[config.mk]
export PLATFORM = sky130hd
export DESIGN_NAME = power_event_ctrl
export DESIGN_NICKNAME = d
export VERILOG_FILES = /design/src/power_event_pkg.sv /design/src/level_sync.sv /design/src/power_event_ctrl.sv
export SDC_FILE = /design/constraint.sdc
export NUM_CORES = 1
export LEC_CHECK = 0
export ABC_AREA = 1
export BUFFER_PORTS_ARGS = -buffer_cell sky130_fd_sc_hd__clkbuf_2
export CAP_MARGIN = 20
export CORE_ASPECT_RATIO = 0.9
export CORE_MARGIN = 4
export CORE_UTILIZATION = 46
export CTS_BUF_LIST = sky130_fd_sc_hd__clkbuf_8 sky130_fd_sc_hd__clkbuf_16
export DETAILED_ROUTE_END_ITERATION = 8
export PLACE_DENSITY = 0.65
export SLEW_MARGIN = 25
export SYNTH_ARGS = -nofsm -noshare
export SYNTH_HDL_FRONTEND = slang
export SYNTH_SLANG_ARGS = --single-unit
export TNS_END_PERCENT = 10
[constraint.sdc]
create_clock -name I_REF_CLK -period 5 [get_ports I_REF_CLK]
set_clock_uncertainty 0.05 [all_clocks]
set_input_delay 1 -clock I_REF_CLK [delete_from_list [all_inputs] [get_ports I_REF_CLK]]
set_output_delay 1 -clock I_REF_CLK [all_outputs]
set_load 0.05 [all_outputs]
[src/power_event_pkg.sv]
// Constants for the power event flag and interrupt pin configuration block
// Operation
// [RULE1] Decode pin configuration into pin functions
// [RULE2] Pin configuration writable only when key unlocked
// [RULE3] Software unlocks, writes, then relocks key
// [RULE4] Bit 7 set on battery to main
// [RULE5] Bit 6 set on any enabled event
// [RULE6] Bit 5 set on line sag
// [RULE7] Bit 3 set on DC delta or ready
// [RULE8] Bit 2 set on battery low or ready
// [RULE9] Bit 1 set on main to battery
// [RULE10] Bit 0 set on DC input low
// [RULE11] Software writes reserved bit 4 as zero
// [RULE12] All controls readable and writable registers
// [RULE13] Enable bit per flag gates combined interrupt
// [RULE14] Flags sticky; hardware set beats clear
package power_event_pkg;

   // Register addresses on the core register bus
   localparam logic [7:0] ADDR_POWER_CONTROL      = 8'hc5;
   localparam logic [7:0] ADDR_WRITE_KEY          = 8'hc1;
   localparam logic [7:0] ADDR_POWER_EVENT_ENABLE = 8'hec;
   localparam logic [7:0] ADDR_PERIPHERAL_CONFIG  = 8'hf4;
   localparam logic [7:0] ADDR_SWITCHOVER_CONFIG  = 8'hf5;
   localparam logic [7:0] ADDR_POWER_EVENT_FLAGS  = 8'hf8;
   localparam logic [7:0] ADDR_SCRATCH_ONE        = 8'hfb;
   localparam logic [7:0] ADDR_SCRATCH_TWO        = 8'hfc;
   localparam logic [7:0] ADDR_SCRATCH_THREE      = 8'hfd;
   localparam logic [7:0] ADDR_SCRATCH_FOUR       = 8'hfe;
   localparam logic [7:0] ADDR_INT_PIN_CONFIG     = 8'hff;

   // Key value that opens the pin configuration register
   localparam logic [7:0] WRITE_KEY_UNLOCK        = 8'hea;

   // Flag and enable bit positions
   localparam int BIT_SUPPLY_RESTORED = 7;
   localparam int BIT_COMBINED_IRQ    = 6;
   localparam int BIT_LINE_SAG        = 5;
   localparam int BIT_RESERVED_FLAG   = 4;
   localparam int BIT_DC_INPUT_ADC    = 3;
   localparam int BIT_BATTERY_MONITOR = 2;
   localparam int BIT_SWITCHOVER      = 1;
   localparam int BIT_DC_INPUT_LOW    = 0;

   // Writable bits of the flag and enable registers (bits 6 and 4 excluded in enable)
   localparam logic [7:0] FLAG_WRITE_MASK   = 8'hef;
   localparam logic [7:0] ENABLE_WRITE_MASK = 8'haf;
   localparam logic [7:0] EVENT_MASK        = 8'haf;

   // Pin configuration fields
   localparam int BIT_FIRST_PIN_ENABLE = 0;
   localparam int POS_SECOND_LOW_PAIR  = 1;
   localparam int POS_SECOND_HIGH_PAIR = 2;
   localparam logic [1:0] LOW_PAIR_GPIO      = 2'h0;
   localparam logic [1:0] LOW_PAIR_BACKUP    = 2'h1;
   localparam logic [1:0] HIGH_PAIR_ENABLED  = 2'h3;
   localparam logic [7:0] PIN_CONFIG_MASK    = 8'h0f;

   // Peripheral configuration: bit showing the switched output source
   localparam int BIT_SOURCE_IS_MAIN = 6;

   // Reset values
   localparam logic [7:0] RESET_POWER_CONTROL = 8'h00;
   localparam logic [7:0] RESET_ENABLE        = 8'h00;
   localparam logic [7:0] RESET_PERIPHERAL    = 8'h00;
   localparam logic [7:0] RESET_SWITCHOVER    = 8'h00;
   localparam logic [7:0] RESET_FLAGS         = 8'h00;
   localparam logic [7:0] RESET_SCRATCH       = 8'h00;
   localparam logic [7:0] RESET_PIN_CONFIG    = 8'h00;
   localparam logic [7:0] RESET_KEY           = 8'h00;
   localparam logic [7:0] READ_UNMAPPED       = 8'h00;

   // Number of scratch bytes
   localparam int SCRATCH_COUNT = 4;

endpackage : power_event_pkg
[src/level_sync.sv]
// Two-flop synchroniser for a group of asynchronous levels
`timescale 1ns/1ps
module level_sync #(
   parameter int WIDTH = 1
) (
   // Clock and reset
   input  wire logic             i_clk,
   input  wire logic             i_rst,
   input  wire logic             i_ce,
   // Data
   input  wire logic [WIDTH-1:0] i_async,
   input  wire logic [WIDTH-1:0] i_reset_value,
   output logic      [WIDTH-1:0] o_sync
);

   logic [WIDTH-1:0] stage_one;

   always_ff @(posedge i_clk or posedge i_rst) begin
      if (i_rst) begin
         stage_one <= '0;
         o_sync    <= '0;
      end else if (i_ce) begin
         stage_one <= i_async;
         o_sync    <= stage_one;
      end
   end

endmodule : level_sync

[src/power_event_ctrl.sv]
// Power event flags, enables, scratch bytes and protected interrupt pin configuration
`timescale 1ns/1ps
module power_event_ctrl (
   // Clock, reset, enable
   input  wire logic       I_REF_CLK,
   input  wire logic       I_RST,
   input  wire logic       I_CE,
   // Register bus from the core
   input  wire logic [7:0] I_SFR_ADDR,
   input  wire logic       I_SFR_WR,
   input  wire logic [7:0] I_SFR_WDATA,
   input  wire logic       I_SFR_RD,
   output logic      [7:0] O_SFR_RDATA,
   // Asynchronous supply monitor levels
   input  wire logic       I_SOURCE_IS_MAIN,
   input  wire logic       I_LINE_SAG,
   input  wire logic       I_DC_DELTA,
   input  wire logic       I_DC_READY,
   input  wire logic       I_BATTERY_LOW,
   input  wire logic       I_BATTERY_READY,
   input  wire logic       I_DC_INPUT_LOW,
   // Interrupt and pin function outputs
   output logic            O_POWER_IRQ,
   output logic            O_FIRST_PIN_ENABLE,
   output logic            O_SECOND_PIN_GPIO,
   output logic            O_SECOND_PIN_BACKUP,
   output logic            O_SECOND_PIN_IRQ_ENABLE,
   // Configuration outputs to the analog side
   output logic      [7:0] O_POWER_CONTROL,
   output logic      [7:0] O_SWITCHOVER_CONFIG,
   output logic      [7:0] O_PERIPHERAL_CONFIG
);

   // Number of synchronised monitor levels
   localparam int MON_WIDTH = 7;

   // Monitor vector order
   localparam int MON_SOURCE  = 0;
   localparam int MON_SAG     = 1;
   localparam int MON_DC_DIFF = 2;
   localparam int MON_DC_RDY  = 3;
   localparam int MON_BAT_LOW = 4;
   localparam int MON_BAT_RDY = 5;
   localparam int MON_DC_LOW  = 6;

   // Synchronised monitor levels and their edges
   logic [MON_WIDTH-1:0] mon_async;
   logic [MON_WIDTH-1:0] mon_sync;
   logic [MON_WIDTH-1:0] mon_prev;
   wire  [MON_WIDTH-1:0] mon_rise;
   logic                 source_fall;

   // Software visible registers
   logic [7:0] power_control;
   logic [7:0] power_event_enable;
   logic [7:0] peripheral_config;
   logic [7:0] switchover_config;
   logic [7:0] power_event_flags;
   logic [7:0] int_pin_config;
   logic [7:0] write_key_reg;
   logic [7:0] scratch [power_event_pkg::SCRATCH_COUNT];

   // Next-state helpers
   logic [7:0] events_now;
   logic       combined_event;
   logic       key_open;
   logic [7:0] next_flags;
   logic [7:0] read_value;

   // Write strobe aimed at one address
   function automatic logic write_to(input logic [7:0] addr);
      write_to = I_SFR_WR && (I_SFR_ADDR == addr);
   endfunction : write_to

   // True when a two-bit field of the pin configuration holds the given code
   function automatic logic field_is(input logic [7:0] cfg, input int pos,
                                     input logic [1:0] code);
      field_is = (cfg[pos +: 2] == code);
   endfunction : field_is

   assign mon_async = {I_DC_INPUT_LOW, I_BATTERY_READY, I_BATTERY_LOW,
                       I_DC_READY, I_DC_DELTA, I_LINE_SAG, I_SOURCE_IS_MAIN};

   // Every monitor level passes two flops before any logic reads it
   level_sync #(
      .WIDTH(MON_WIDTH)
   ) u_mon_sync (
      .i_clk        (I_REF_CLK),
      .i_rst        (I_RST),
      .i_ce         (I_CE),
      .i_async      (mon_async),
      .i_reset_value('0),
      .o_sync       (mon_sync)
   );

   // Delayed copy for edge detection
   always_ff @(posedge I_REF_CLK or posedge I_RST) begin
      if (I_RST) begin
         mon_prev <= '0;
      end else if (I_CE) begin
         mon_prev <= mon_sync;
      end
   end

   // Prime the monitor history so no edge fires on the first samples after reset
   logic primed;
   logic [1:0] prime_count;

   always_ff @(posedge I_REF_CLK or posedge I_RST) begin
      if (I_RST) begin
         prime_count <= 2'h0;
         primed      <= 1'b0;
      end else if (I_CE) begin
         if (prime_count != 2'h3) begin
            prime_count <= prime_count + 2'h1;
         end
         primed <= (prime_count == 2'h3);
      end
   end

   // Rising edges per monitor; quiet until the history is primed
   genvar m;
   generate
      for (m = 0; m < MON_WIDTH; m++) begin : g_edge
         assign mon_rise[m] = primed & mon_sync[m] & ~mon_prev[m];
      end
   endgenerate

   // Source dropping from main supply to battery
   assign source_fall = primed & ~mon_sync[MON_SOURCE] & mon_prev[MON_SOURCE];

   // Hardware event pulses at their flag positions
   always_comb begin
      events_now = 8'h00;
      events_now[power_event_pkg::BIT_SUPPLY_RESTORED] = mon_rise[MON_SOURCE];  // RULE4
      events_now[power_event_pkg::BIT_LINE_SAG]        = mon_rise[MON_SAG];     // RULE6
      events_now[power_event_pkg::BIT_DC_INPUT_ADC]    =
         mon_rise[MON_DC_DIFF] | mon_rise[MON_DC_RDY];                          // RULE7
      events_now[power_event_pkg::BIT_BATTERY_MONITOR] =
         mon_rise[MON_BAT_LOW] | mon_rise[MON_BAT_RDY];                         // RULE8
      events_now[power_event_pkg::BIT_SWITCHOVER]      = source_fall;           // RULE9
      events_now[power_event_pkg::BIT_DC_INPUT_LOW]    = mon_rise[MON_DC_LOW];  // RULE10
   end

   // Only events whose enable is set raise the combined flag
   assign combined_event = |(events_now & power_event_enable &
                             power_event_pkg::EVENT_MASK);                      // RULE13

   // Software write, then hardware sets on top
   always_comb begin
      next_flags = power_event_flags;
      if (write_to(power_event_pkg::ADDR_POWER_EVENT_FLAGS)) begin
         next_flags = I_SFR_WDATA & power_event_pkg::FLAG_WRITE_MASK;           // RULE11
      end
      next_flags = next_flags | events_now;                                     // RULE14
      if (combined_event) begin
         next_flags[power_event_pkg::BIT_COMBINED_IRQ] = 1'b1;                  // RULE5
      end
   end

   // Sticky flags; a clear in the same cycle never hides an event
   always_ff @(posedge I_REF_CLK or posedge I_RST) begin
      if (I_RST) begin
         power_event_flags <= power_event_pkg::RESET_FLAGS;
      end else if (I_CE) begin
         power_event_flags <= next_flags;                                       // RULE14
      end
   end

   // Enable register
   always_ff @(posedge I_REF_CLK or posedge I_RST) begin
      if (I_RST) begin
         power_event_enable <= power_event_pkg::RESET_ENABLE;
      end else if (I_CE && write_to(power_event_pkg::ADDR_POWER_EVENT_ENABLE)) begin
         power_event_enable <= I_SFR_WDATA & power_event_pkg::ENABLE_WRITE_MASK; // RULE13
      end
   end

   // Key register
   always_ff @(posedge I_REF_CLK or posedge I_RST) begin
      if (I_RST) begin
         write_key_reg <= power_event_pkg::RESET_KEY;
      end else if (I_CE && write_to(power_event_pkg::ADDR_WRITE_KEY)) begin
         write_key_reg <= I_SFR_WDATA;                                          // RULE3
      end
   end

   // Key stays open until software writes any value other than the unlock key
   assign key_open = (write_key_reg == power_event_pkg::WRITE_KEY_UNLOCK);     // RULE2

   // Protected pin configuration
   always_ff @(posedge I_REF_CLK or posedge I_RST) begin
      if (I_RST) begin
         int_pin_config <= power_event_pkg::RESET_PIN_CONFIG;
      end else if (I_CE && write_to(power_event_pkg::ADDR_INT_PIN_CONFIG) &&
                   key_open) begin                                              // RULE2
         int_pin_config <= I_SFR_WDATA & power_event_pkg::PIN_CONFIG_MASK;
      end
   end

   // Power control register
   always_ff @(posedge I_REF_CLK or posedge I_RST) begin
      if (I_RST) begin
         power_control <= power_event_pkg::RESET_POWER_CONTROL;
      end else if (I_CE && write_to(power_event_pkg::ADDR_POWER_CONTROL)) begin
         power_control <= I_SFR_WDATA;                                          // RULE12
      end
   end

   // Switchover configuration register
   always_ff @(posedge I_REF_CLK or posedge I_RST) begin
      if (I_RST) begin
         switchover_config <= power_event_pkg::RESET_SWITCHOVER;
      end else if (I_CE && write_to(power_event_pkg::ADDR_SWITCHOVER_CONFIG)) begin
         switchover_config <= I_SFR_WDATA;                                      // RULE12
      end
   end

   // Peripheral configuration register
   always_ff @(posedge I_REF_CLK or posedge I_RST) begin
      if (I_RST) begin
         peripheral_config <= power_event_pkg::RESET_PERIPHERAL;
      end else if (I_CE && write_to(power_event_pkg::ADDR_PERIPHERAL_CONFIG)) begin
         peripheral_config <= I_SFR_WDATA;                                      // RULE12
      end
   end

   // Scratch bytes at consecutive addresses
   genvar g;
   generate
      for (g = 0; g < power_event_pkg::SCRATCH_COUNT; g++) begin : g_scratch
         localparam logic [7:0] ADDR = power_event_pkg::ADDR_SCRATCH_ONE + 8'(g);
         always_ff @(posedge I_REF_CLK or posedge I_RST) begin
            if (I_RST) begin
               scratch[g] <= power_event_pkg::RESET_SCRATCH;
            end else if (I_CE && write_to(ADDR)) begin
               scratch[g] <= I_SFR_WDATA;                                       // RULE12
            end
         end
      end
   endgenerate

   // Read multiplexer
   always_comb begin
      read_value = power_event_pkg::READ_UNMAPPED;
      case (I_SFR_ADDR)
         power_event_pkg::ADDR_POWER_CONTROL:      read_value = power_control;
         power_event_pkg::ADDR_WRITE_KEY:          read_value = write_key_reg;
         power_event_pkg::ADDR_POWER_EVENT_ENABLE: read_value = power_event_enable;
         // Source bit shows the live synchronised level
         power_event_pkg::ADDR_PERIPHERAL_CONFIG: begin
            read_value = peripheral_config;
            read_value[power_event_pkg::BIT_SOURCE_IS_MAIN] = mon_sync[MON_SOURCE];
         end
         power_event_pkg::ADDR_SWITCHOVER_CONFIG:  read_value = switchover_config;
         power_event_pkg::ADDR_POWER_EVENT_FLAGS:  read_value = power_event_flags;
         power_event_pkg::ADDR_SCRATCH_ONE:        read_value = scratch[0];
         power_event_pkg::ADDR_SCRATCH_TWO:        read_value = scratch[1];
         power_event_pkg::ADDR_SCRATCH_THREE:      read_value = scratch[2];
         power_event_pkg::ADDR_SCRATCH_FOUR:       read_value = scratch[3];
         power_event_pkg::ADDR_INT_PIN_CONFIG:     read_value = int_pin_config;
         default:                                  read_value = power_event_pkg::READ_UNMAPPED;
      endcase
   end

   // Read data holds until the next read strobe
   always_ff @(posedge I_REF_CLK or posedge I_RST) begin
      if (I_RST) begin
         O_SFR_RDATA <= power_event_pkg::READ_UNMAPPED;
      end else if (I_CE && I_SFR_RD) begin
         O_SFR_RDATA <= read_value;                                             // RULE12
      end
   end

   // First pin enable follows its configuration bit one cycle later
   always_ff @(posedge I_REF_CLK or posedge I_RST) begin
      if (I_RST) begin
         O_FIRST_PIN_ENABLE <= 1'b0;
      end else if (I_CE) begin
         O_FIRST_PIN_ENABLE <= int_pin_config[power_event_pkg::BIT_FIRST_PIN_ENABLE]; // RULE1
      end
   end

   // Second pin function decode
   always_ff @(posedge I_REF_CLK or posedge I_RST) begin
      if (I_RST) begin
         O_SECOND_PIN_GPIO       <= 1'b1;
         O_SECOND_PIN_BACKUP     <= 1'b0;
         O_SECOND_PIN_IRQ_ENABLE <= 1'b0;
      end else if (I_CE) begin
         O_SECOND_PIN_GPIO <= field_is(int_pin_config,
            power_event_pkg::POS_SECOND_LOW_PAIR, power_event_pkg::LOW_PAIR_GPIO);      // RULE1
         O_SECOND_PIN_BACKUP <= field_is(int_pin_config,
            power_event_pkg::POS_SECOND_LOW_PAIR, power_event_pkg::LOW_PAIR_BACKUP);    // RULE1
         O_SECOND_PIN_IRQ_ENABLE <= field_is(int_pin_config,
            power_event_pkg::POS_SECOND_HIGH_PAIR, power_event_pkg::HIGH_PAIR_ENABLED); // RULE1
      end
   end

   // Outputs straight from their registers
   assign O_POWER_IRQ         = power_event_flags[power_event_pkg::BIT_COMBINED_IRQ];
   assign O_POWER_CONTROL     = power_control;
   assign O_SWITCHOVER_CONFIG = switchover_config;
   assign O_PERIPHERAL_CONFIG = peripheral_config;

endmodule : power_event_ctrl

## Word level (Yosys, flattened, before mapping)

Index checks and enable logic that the tools add are counted.

| word-level totals | value |
|---|---|
| flip-flop bits (word level) | 118 |
| output and inout bits | 37 |

| cells by class | value |
|---|---|
| add/subtract/negate cells | 1 |
| equal/unequal tests | 16 |
| multiplexer cells | 3 |
| bitwise operators | 28 |
| reduce and logical (&&, ||, !) cells | 26 |

Operators by type and width:

| operator | count |
|---|---|
| equality test 8 bit (second input constant) | 12 |
| case mux 8 bit (11 select lines) | 1 |
| logical AND 1 bit | 23 |
| bitwise AND 1 bit | 16 |
| bitwise AND 8 bit | 1 |
| two-way mux 8 bit | 1 |
| inverter 1 bit | 8 |
| OR 8 bit | 1 |
| OR reduction 6 bit | 1 |
| equality test 2 bit (second input constant) | 2 |
| adder 2 x 1 -> 2 bit (second input constant) | 1 |
| equality test 2 x 1 -> 1 bit (second input constant) | 1 |
| zero test 2 bit | 1 |
| != test 2 bit (second input constant) | 1 |
| OR 1 bit | 2 |
| AND reduction 2 bit | 1 |
| two-way mux 1 bit | 1 |

## Longest topological paths before layout

Gate-level depths: netlist of run 1.

| logic depth | value |
|---|---|
| depth in word-level cells | 6 |
| depth in mapped cells | 10 |

## Cells and area by module

From an unflattened synthesis of run 1, not the netlist that was laid out.

| second synthesis, totals | value |
|---|---|
| cells, all modules | 672 |
| area, all modules | 5609.1 µm² |

Modules (own cells, without submodules):

| module | instances | cells an instance | area each (µm²) |
|---|---|---|---|
| power_event_ctrl | 1 | 612 | 5074.9 |
| level_sync | 1 | 60 | 534.3 |

## Least setup slack after synthesis of run 1

OpenSTA, ideal clock, no wires.

| path | value |
|---|---|
| path type | input port to flip-flop |
| start | in I_SFR_ADDR[6] |
| end | reg scratch[24] in the netlist's numbering |
| setup time | 119 ps |
| data arrival time | 1913 ps |
| slack | 2918 ps |
| stages | 8 |
| path buffers | 2 |
| cell sequence | nand2_1 -> nor2_2 -> buf_4 -> nand2_2 -> nor2_4 -> buf_6 -> nand2_1 -> o21a_1 |

| on the way | value |
|---|---|
| word-level cells in the longest chain between the ends | 3 |

Ends and longest elaborated chain:

| what | line | RTL |
|---|---|---|
| from (decl) | power_event_ctrl.sv:9 | `input wire logic [7:0] I_SFR_ADDR,` |
| equality test 8 bit | power_event_ctrl.sv:72 | `write_to = I_SFR_WR && (I_SFR_ADDR == addr);` |
| logical AND 1 bit | power_event_ctrl.sv:72 |  |
| logical AND 1 bit | power_event_ctrl.sv:236 | `end else if (I_CE && write_to(ADDR)) begin` |
| to (signal, indexed assignment) | power_event_ctrl.sv:235 | `scratch[g] <= power_event_pkg::RESET_SCRATCH;` |
| to (decl) | power_event_ctrl.sv:61 | `logic [7:0] scratch [power_event_pkg::SCRATCH_COUNT];` |

Every way passes these cells.
A chain may end at the register's enable or synchronous reset.

## Final worst setup path of run 1

| path | value |
|---|---|
| start | in I_SFR_ADDR[6] |
| end | reg power_event_flags[1] |

| on the way | value |
|---|---|
| word-level cells in the longest chain between the ends | 4 |

Ends and longest elaborated chain:

| what | line | RTL |
|---|---|---|
| equality test 8 bit | power_event_ctrl.sv:72 |  |
| logical AND 1 bit | power_event_ctrl.sv:72 |  |
| two-way mux 8 bit | power_event_ctrl.sv:152 | `if (write_to(power_event_pkg::ADDR_POWER_EVENT_FLAGS)) begin` |
| OR 8 bit | power_event_ctrl.sv:155 | `next_flags = next_flags \| events_now;` |
| to (signal assigned) | power_event_ctrl.sv:164 | `power_event_flags <= power_event_pkg::RESET_FLAGS;` |
| to (signal assigned) | power_event_ctrl.sv:166 | `power_event_flags <= next_flags;` |
| to (decl) | power_event_ctrl.sv:58 | `logic [7:0] power_event_flags;` |

Every way passes these cells.

==> flow_summary.yaml, run 1 <==
outcome:
  status: "finished, final reports clean"
clock_network:
  hold_buffers: 0
  post_cts_buffers: 0
  cts.sinks: 117
  clk_root_buffer_cell: "clkbuf_16"
  clk_latency_ns: 0.42
  tritoncts: "yes"
  cts_resized: 0
  clk_pin_slew_ns: 0.05
  htreeDepth: 4
  cts_made_buffers: 17
  clockBufferDepth: 2
placed_design:
  dpl_cell_area_um2: 5870
  portBuffers: 64
  dp_hpwl_um: 9940
  finalWeightedCongestion: 0.849
  pre_cts_ws_ns: 1.97
synth:
  muxShareOfSynthArea: 0.00204
  synth_xor_area_frac: 0.00159
  synth_edf_count: 0
  ys_seq_area_frac: 0.532
  synth_common_cells: "228 x nand2_1, 116 x dfrtp_1, 81 x nand3_1"
  synth_cell_type_count: 28
  yosysWarnings: 0
  synth_nets: 691
  synth-compound-area-share: 0.102
  synth-simple-area-share: 0.302
  synthFlopType: "dfrtp_1"
  synth_area_leader_cell: "dfrtp_1"
  synth_fa_ha_area_frac: 0.00227
  synth_area_leaders: "dfrtp_1 53%, nand2_1 16%, nand3_1 7.4%, o21ai_1 5.3%, inv_1 2.5%"
  ys_ff_latch: 117
  synth_area_um2: 5510
  synth_top_area_share: 0.527
  ys_async_sr_fraction: 1.00
  synthCells: 662
  synth_top_family_by_area: "simple AND/OR/NAND/NOR gates"
  syn_avg_cell_area_um2: 8.32
  synth.most_common_cell: "nand2_1"
detailed_routing:
  first_pass_iters: 6
  first_iter_violations: 383
  routedWlPerCell_um: 16.2
  drc: 0
  viasPerCell: 5.29
  vias: 4683
  antenna_left: 0
  drt-total-wl_um: 14300
job:
  drv_cap: 0
global_route:
  grt_pass1_vias: 4394
  grt.total_usage: 0.218
  grt_max_degree: 83
  overflow: 0
  antenna_found_initial: 0
  grt_pass1_wl_um: 23100
pwr:
  p_leak_nw: 3.23
  ir_drop_mv: 0.214
  p_per_area_nw_per_um2: 378
cells_and_area:
  drive_gt1_frac: 0.182
  largest_reg_flops: 32
  multi_input_area_um2: 2260
  n_fill_cell: 1091
  final_cell_area_um2: 6440
  layout.nets: 746
  regMostFlops: "scratch"
  n_antenna_cell: 0
  seq_area_um2: 2930
  area_delta_synth_final_pct: 17.0
timing:
  hold_viol_final: 0
  clock.fmax_ghz: 0.383
  period_share: 0.522
  worstMarginPinSlew_ns: 0.910
  setup_viol: 0
  drv_slew: 0
  min_period_ns: 2.61
  setup_ws_ns: 2.39
  setup_tns_ns: 0
  grt_setup_unrepaired: "false"
  relSlewSlack: 0.392
worst_setup_path:
  startpoint_type: "input port"
  critPathMaxFanout: 40
  crit_type: "input port to register"
  endpoint_kind: "register"
  worst-endpoint-arrival_ns: 2.84
  required_ns: 5.23
hold_path:
  hold_class: "register to register"
floorplan:
  start_util: 0.476
  die_w_um: 123
  core.rowCount: 37
  ios: 65
  fp.coreArea_um2: 11600
  die_h_um: 112
  die_area_um2: 13800
## final timing paths
path | end | slack [ns] | cells after the start | startpoint
min reg2reg | u_mon_sync.stage_one[6] | 0.42 | 2 | u_mon_sync.stage_one[6]
max reg2reg | int_pin_config[3] | 3.58 | 6 | write_key_reg[2]
max | power_event_flags[1] | 2.39 | 7 | I_SFR_ADDR[6]
max in group asynchronous | O_SECOND_PIN_GPIO | 3.28 | 3 | I_RST
min | u_mon_sync.stage_one[6] | 0.42 | 2 | u_mon_sync.stage_one[6]
min in group asynchronous | scratch[11] | 0.65 | 2 | I_RST
## power breakdown
group          switching (mW)  total, mW  internal (mW)
sequential             0.0407       1.05           1.01
combinational           0.162      0.229         0.0663
clock                   0.412       1.16          0.745
total                   0.615       2.44           1.82
## layout make-up
cell class,instances,area share
multi-input combinational,476,0.351
clock buffer,19,0.0703
clock inverter,13,0.0181
inverter,39,0.0235
tap,156,0.0303
timing repair buffer,66,0.0520
sequential,117,0.455
## logic make-up after synthesis
family          count (synthesis)
simple gates                  376
flops                         117
compound gates                 97
buf+inv                        69
xor+xnor                        1
mux                             1
fa+ha+maj                       1
## metrics by stage
stage          instances  power, mW  hold slack [ns]   util
6_report             886       2.44            0.420  0.557
5_1_grt              886       2.53            0.456  0.557
4_1_cts              886       2.45            0.422  0.557
3_5_place_dp         854       1.30            0.409  0.507
3_3_place_gp         854       1.29            0.406  0.507
2_1_floorplan        662       1.22            0.392      -
## placed cells by master (no fill, tap or decap), types with 3 or more instances in the layout
master,synthesis,layout
o21ai_1,58,58
nor2_1,34,34
nand3_2,7,7
nand2_2,6,6
inv_1,36,38
o21a_1,13,13
dfrtp_1,116,116
a21oi_1,3,3
o21ai_0,17,17
nand3_1,81,81
nand2_1,228,228
clkbuf_2,0,64
nor3_1,4,4
clkbuf_16,0,17
nor2_4,8,9
clkinv_2,0,6
o211ai_2,6,6
inv_2,3,3
## per-layer routing
| layer | GRT usage | wire (um) | vias up |
|---|---|---|---|
| met3 | 0.0533 | 846 | 30 |
| met5 | 0 | 0 | - |
| met4 | 0.0804 | 294 | 0 |
| met1 | 0.301 | 6490 | 2234 |
| met2 | 0.334 | 6680 | 151 |
| li1 | - | - | 2268 |
## worst max-delay path: stages
cell	delay, ns
clkbuf_2	0.07
nand2_1	0.11
nor2_4	0.74
and3_1	0.29
nand2_1	0.30
nand2_1	0.20
o211ai_2	0.11
No activity file was read; power rests on OpenSTA's default activity.
==> inputs of run 2 (changes only) <==
==> constraint.sdc (replaced) <==
create_clock -name I_REF_CLK -period 2.6 [get_ports I_REF_CLK]
set_clock_uncertainty 0.05 [all_clocks]
set_input_delay 0.52 -clock I_REF_CLK [delete_from_list [all_inputs] [get_ports I_REF_CLK]]
set_output_delay 0.52 -clock I_REF_CLK [all_outputs]
set_load 0.05 [all_outputs]
==> flow_summary.yaml, run 2 (synthesized netlist as in run 1, its figures left out) <==
worst_setup_path:
  path_buf_inv: 1
  required_ns: 2.03
  ff2ff_setup_slack_ns: 1.16
  r2r-start: "write_key_reg[2]"
  crit_path_cell_trace: "clkbuf_2"
  endpoint_kind: "output port"
  worst_path_largest_cell_delay_ns: 0.53
  critPathMaxFanout: 2
  critPathSlowestCell: "dfstp_2"
  worst-endpoint-arrival_ns: 1.21
  critPathTopFamily: "flip-flops"
  reg2reg_depth: 6
  startpoint_type: "register"
  crit_type: "register to output port"
  rr_endpoint: "int_pin_config[1]"
floorplan:
  die_w_um: 123
  ios: 65
  core.rowCount: 37
  die_area_um2: 13800
  fp.coreArea_um2: 11600
  die_h_um: 112
  start_util: 0.476
global_route:
  grt_max_degree: 118
  grt.total_usage: 0.222
  overflow: 0
  grt_pass1_wl_um: 23500
  grt_pass1_vias: 4531
  antenna_found_initial: 0
cells_and_area:
  n_antenna_cell: 0
  layout_common_cells: "228 x nand2_1, 116 x dfrtp_1, 81 x nand3_1"
  largest_reg_flops: 32
  layout.nets: 752
  final_common_cell: "nand2_1"
  n_fill_cell: 1102
  regMostFlops: "scratch"
  area_delta_synth_final_pct: 17.9
  final_cell_area_um2: 6490
  final_util: 0.561
  multi_input_area_um2: 2260
  drive_gt1_frac: 0.184
  seq_area_um2: 2930
clock_network:
  clockBufferDepth: 2
  post_cts_buffers: 0
  hold_buffers: 0
  clk_root_buffer_cell: "clkbuf_16"
  cts_resized: 0
  htreeDepth: 4
  tritoncts: "yes"
  cts.sinks: 117
  clk_latency_ns: 0.42
  cts_made_buffers: 17
  clk_pin_slew_ns: 0.05
detailed_routing:
  viasPerCell: 5.34
  drc: 0
  routedWlPerCell_um: 16.2
  drt-total-wl_um: 14400
  first_iter_violations: 498
  antenna_left: 0
  vias: 4756
  first_pass_iters: 8
placed_design:
  finalWeightedCongestion: 0.830
  dpl_cell_area_um2: 5940
  dp_hpwl_um: 9980
  portBuffers: 64
pwr:
  power_frac_comb: 0.098
  p_int_mw: 3.46
  ir_drop_mv: 0.544
  p_per_area_nw_per_um2: 712
  power_frac_clock: 0.465
  p_leak_nw: 3.27
  p_switching_mw: 1.16
  switching_share: 0.251
  p_seq_frac: 0.437
timing:
  period_share: 0.684
  drv_slew: 0
  clock.fmax_ghz: 0.563
  setup_tns_ns: 0
  relSlewSlack: 0.577
  grt_setup_unrepaired: "false"
  setup_viol: 0
  worstMarginPinSlew_ns: 0.634
  hold_viol_final: 0
  min_period_ns: 1.78
outcome:
  status: "finished, final reports clean"
hold_path:
  hold_class: "input port to asynchronous set/reset pin"
job:
  drv_cap: 0
## run 2: changes by cell type in the layout (fill, tap and decap cells not counted), sizes merged
cell,before,now
inv,42,44
clkinvlp,2,1
bufinv,2,1
clkbuf,83,85
buf,2,8
clkinv,6,3
## run 2: cell type report
cell class                 count  area share
clock buffer                  21      0.0740
clock inverter                10      0.0104
inverter                      39      0.0231
multi-input combinational    476       0.349
sequential                   117       0.451
tap                          156      0.0301
timing repair buffer          72      0.0625
## run 2: worst max-delay path by stage
| stage | startpoint | to | slack (ns) | cells after the start |
|---|---|---|---|---|
| floorplan | I_RST | O_FIRST_PIN_ENABLE | 0.60 | 1 |
| global placement | I_SFR_ADDR[6] | power_event_flags[1] | 0.58 | 7 |
| detailed placement | I_SFR_ADDR[6] | power_event_flags[7] | 0.50 | 7 |
| CTS | O_SECOND_PIN_GPIO | O_SECOND_PIN_GPIO | 0.80 | 1 |
| global route | O_SECOND_PIN_GPIO | O_SECOND_PIN_GPIO | 0.77 | 1 |
| finish | O_SECOND_PIN_GPIO | O_SECOND_PIN_GPIO | 0.82 | 1 |
## run 2: per-layer routing
metal | part of all wire | track usage
met1 | 0.45 | 0.309
met2 | 0.46 | 0.338
met3 | 0.073 | 0.0625
met4 | 0.014 | 0.0672
met5 | 0 | 0
## run 2: through the flow
| stage | setup slack (ns) | power [mW] | hold WS [ns] | instances |
|---|---|---|---|---|
| floorplan | 0.603 | 2.35 | 0.392 | 662 |
| global placement | 0.577 | 2.48 | 0.408 | 860 |
| detailed placement | 0.497 | 2.50 | 0.413 | 860 |
| CTS | 0.801 | 4.65 | 0.246 | 891 |
| global route | 0.772 | 4.81 | 0.241 | 891 |
| finish | 0.822 | 4.62 | 0.211 | 891 |
## run 2: power by group through the flow
stage          Combinational (mW)  Clock, mW  Sequential, mW
2_1_floorplan               0.262          0            2.09
6_report                    0.452       2.15            2.02
5_1_grt                     0.504       2.27            2.03
3_3_place_gp                0.438          0            2.04
3_5_place_dp                0.454          0            2.05
4_1_cts                     0.457       2.17            2.02
## run 2: worst register-to-register path, delay by kind of cell, from the launching register on
family,cells,cell delay (ns)
and+or+nand+nor,4,0.67
DFF,1,0.37
AOI/OAI and AO/OA,1,0.10
buffers and inverters,1,0.09
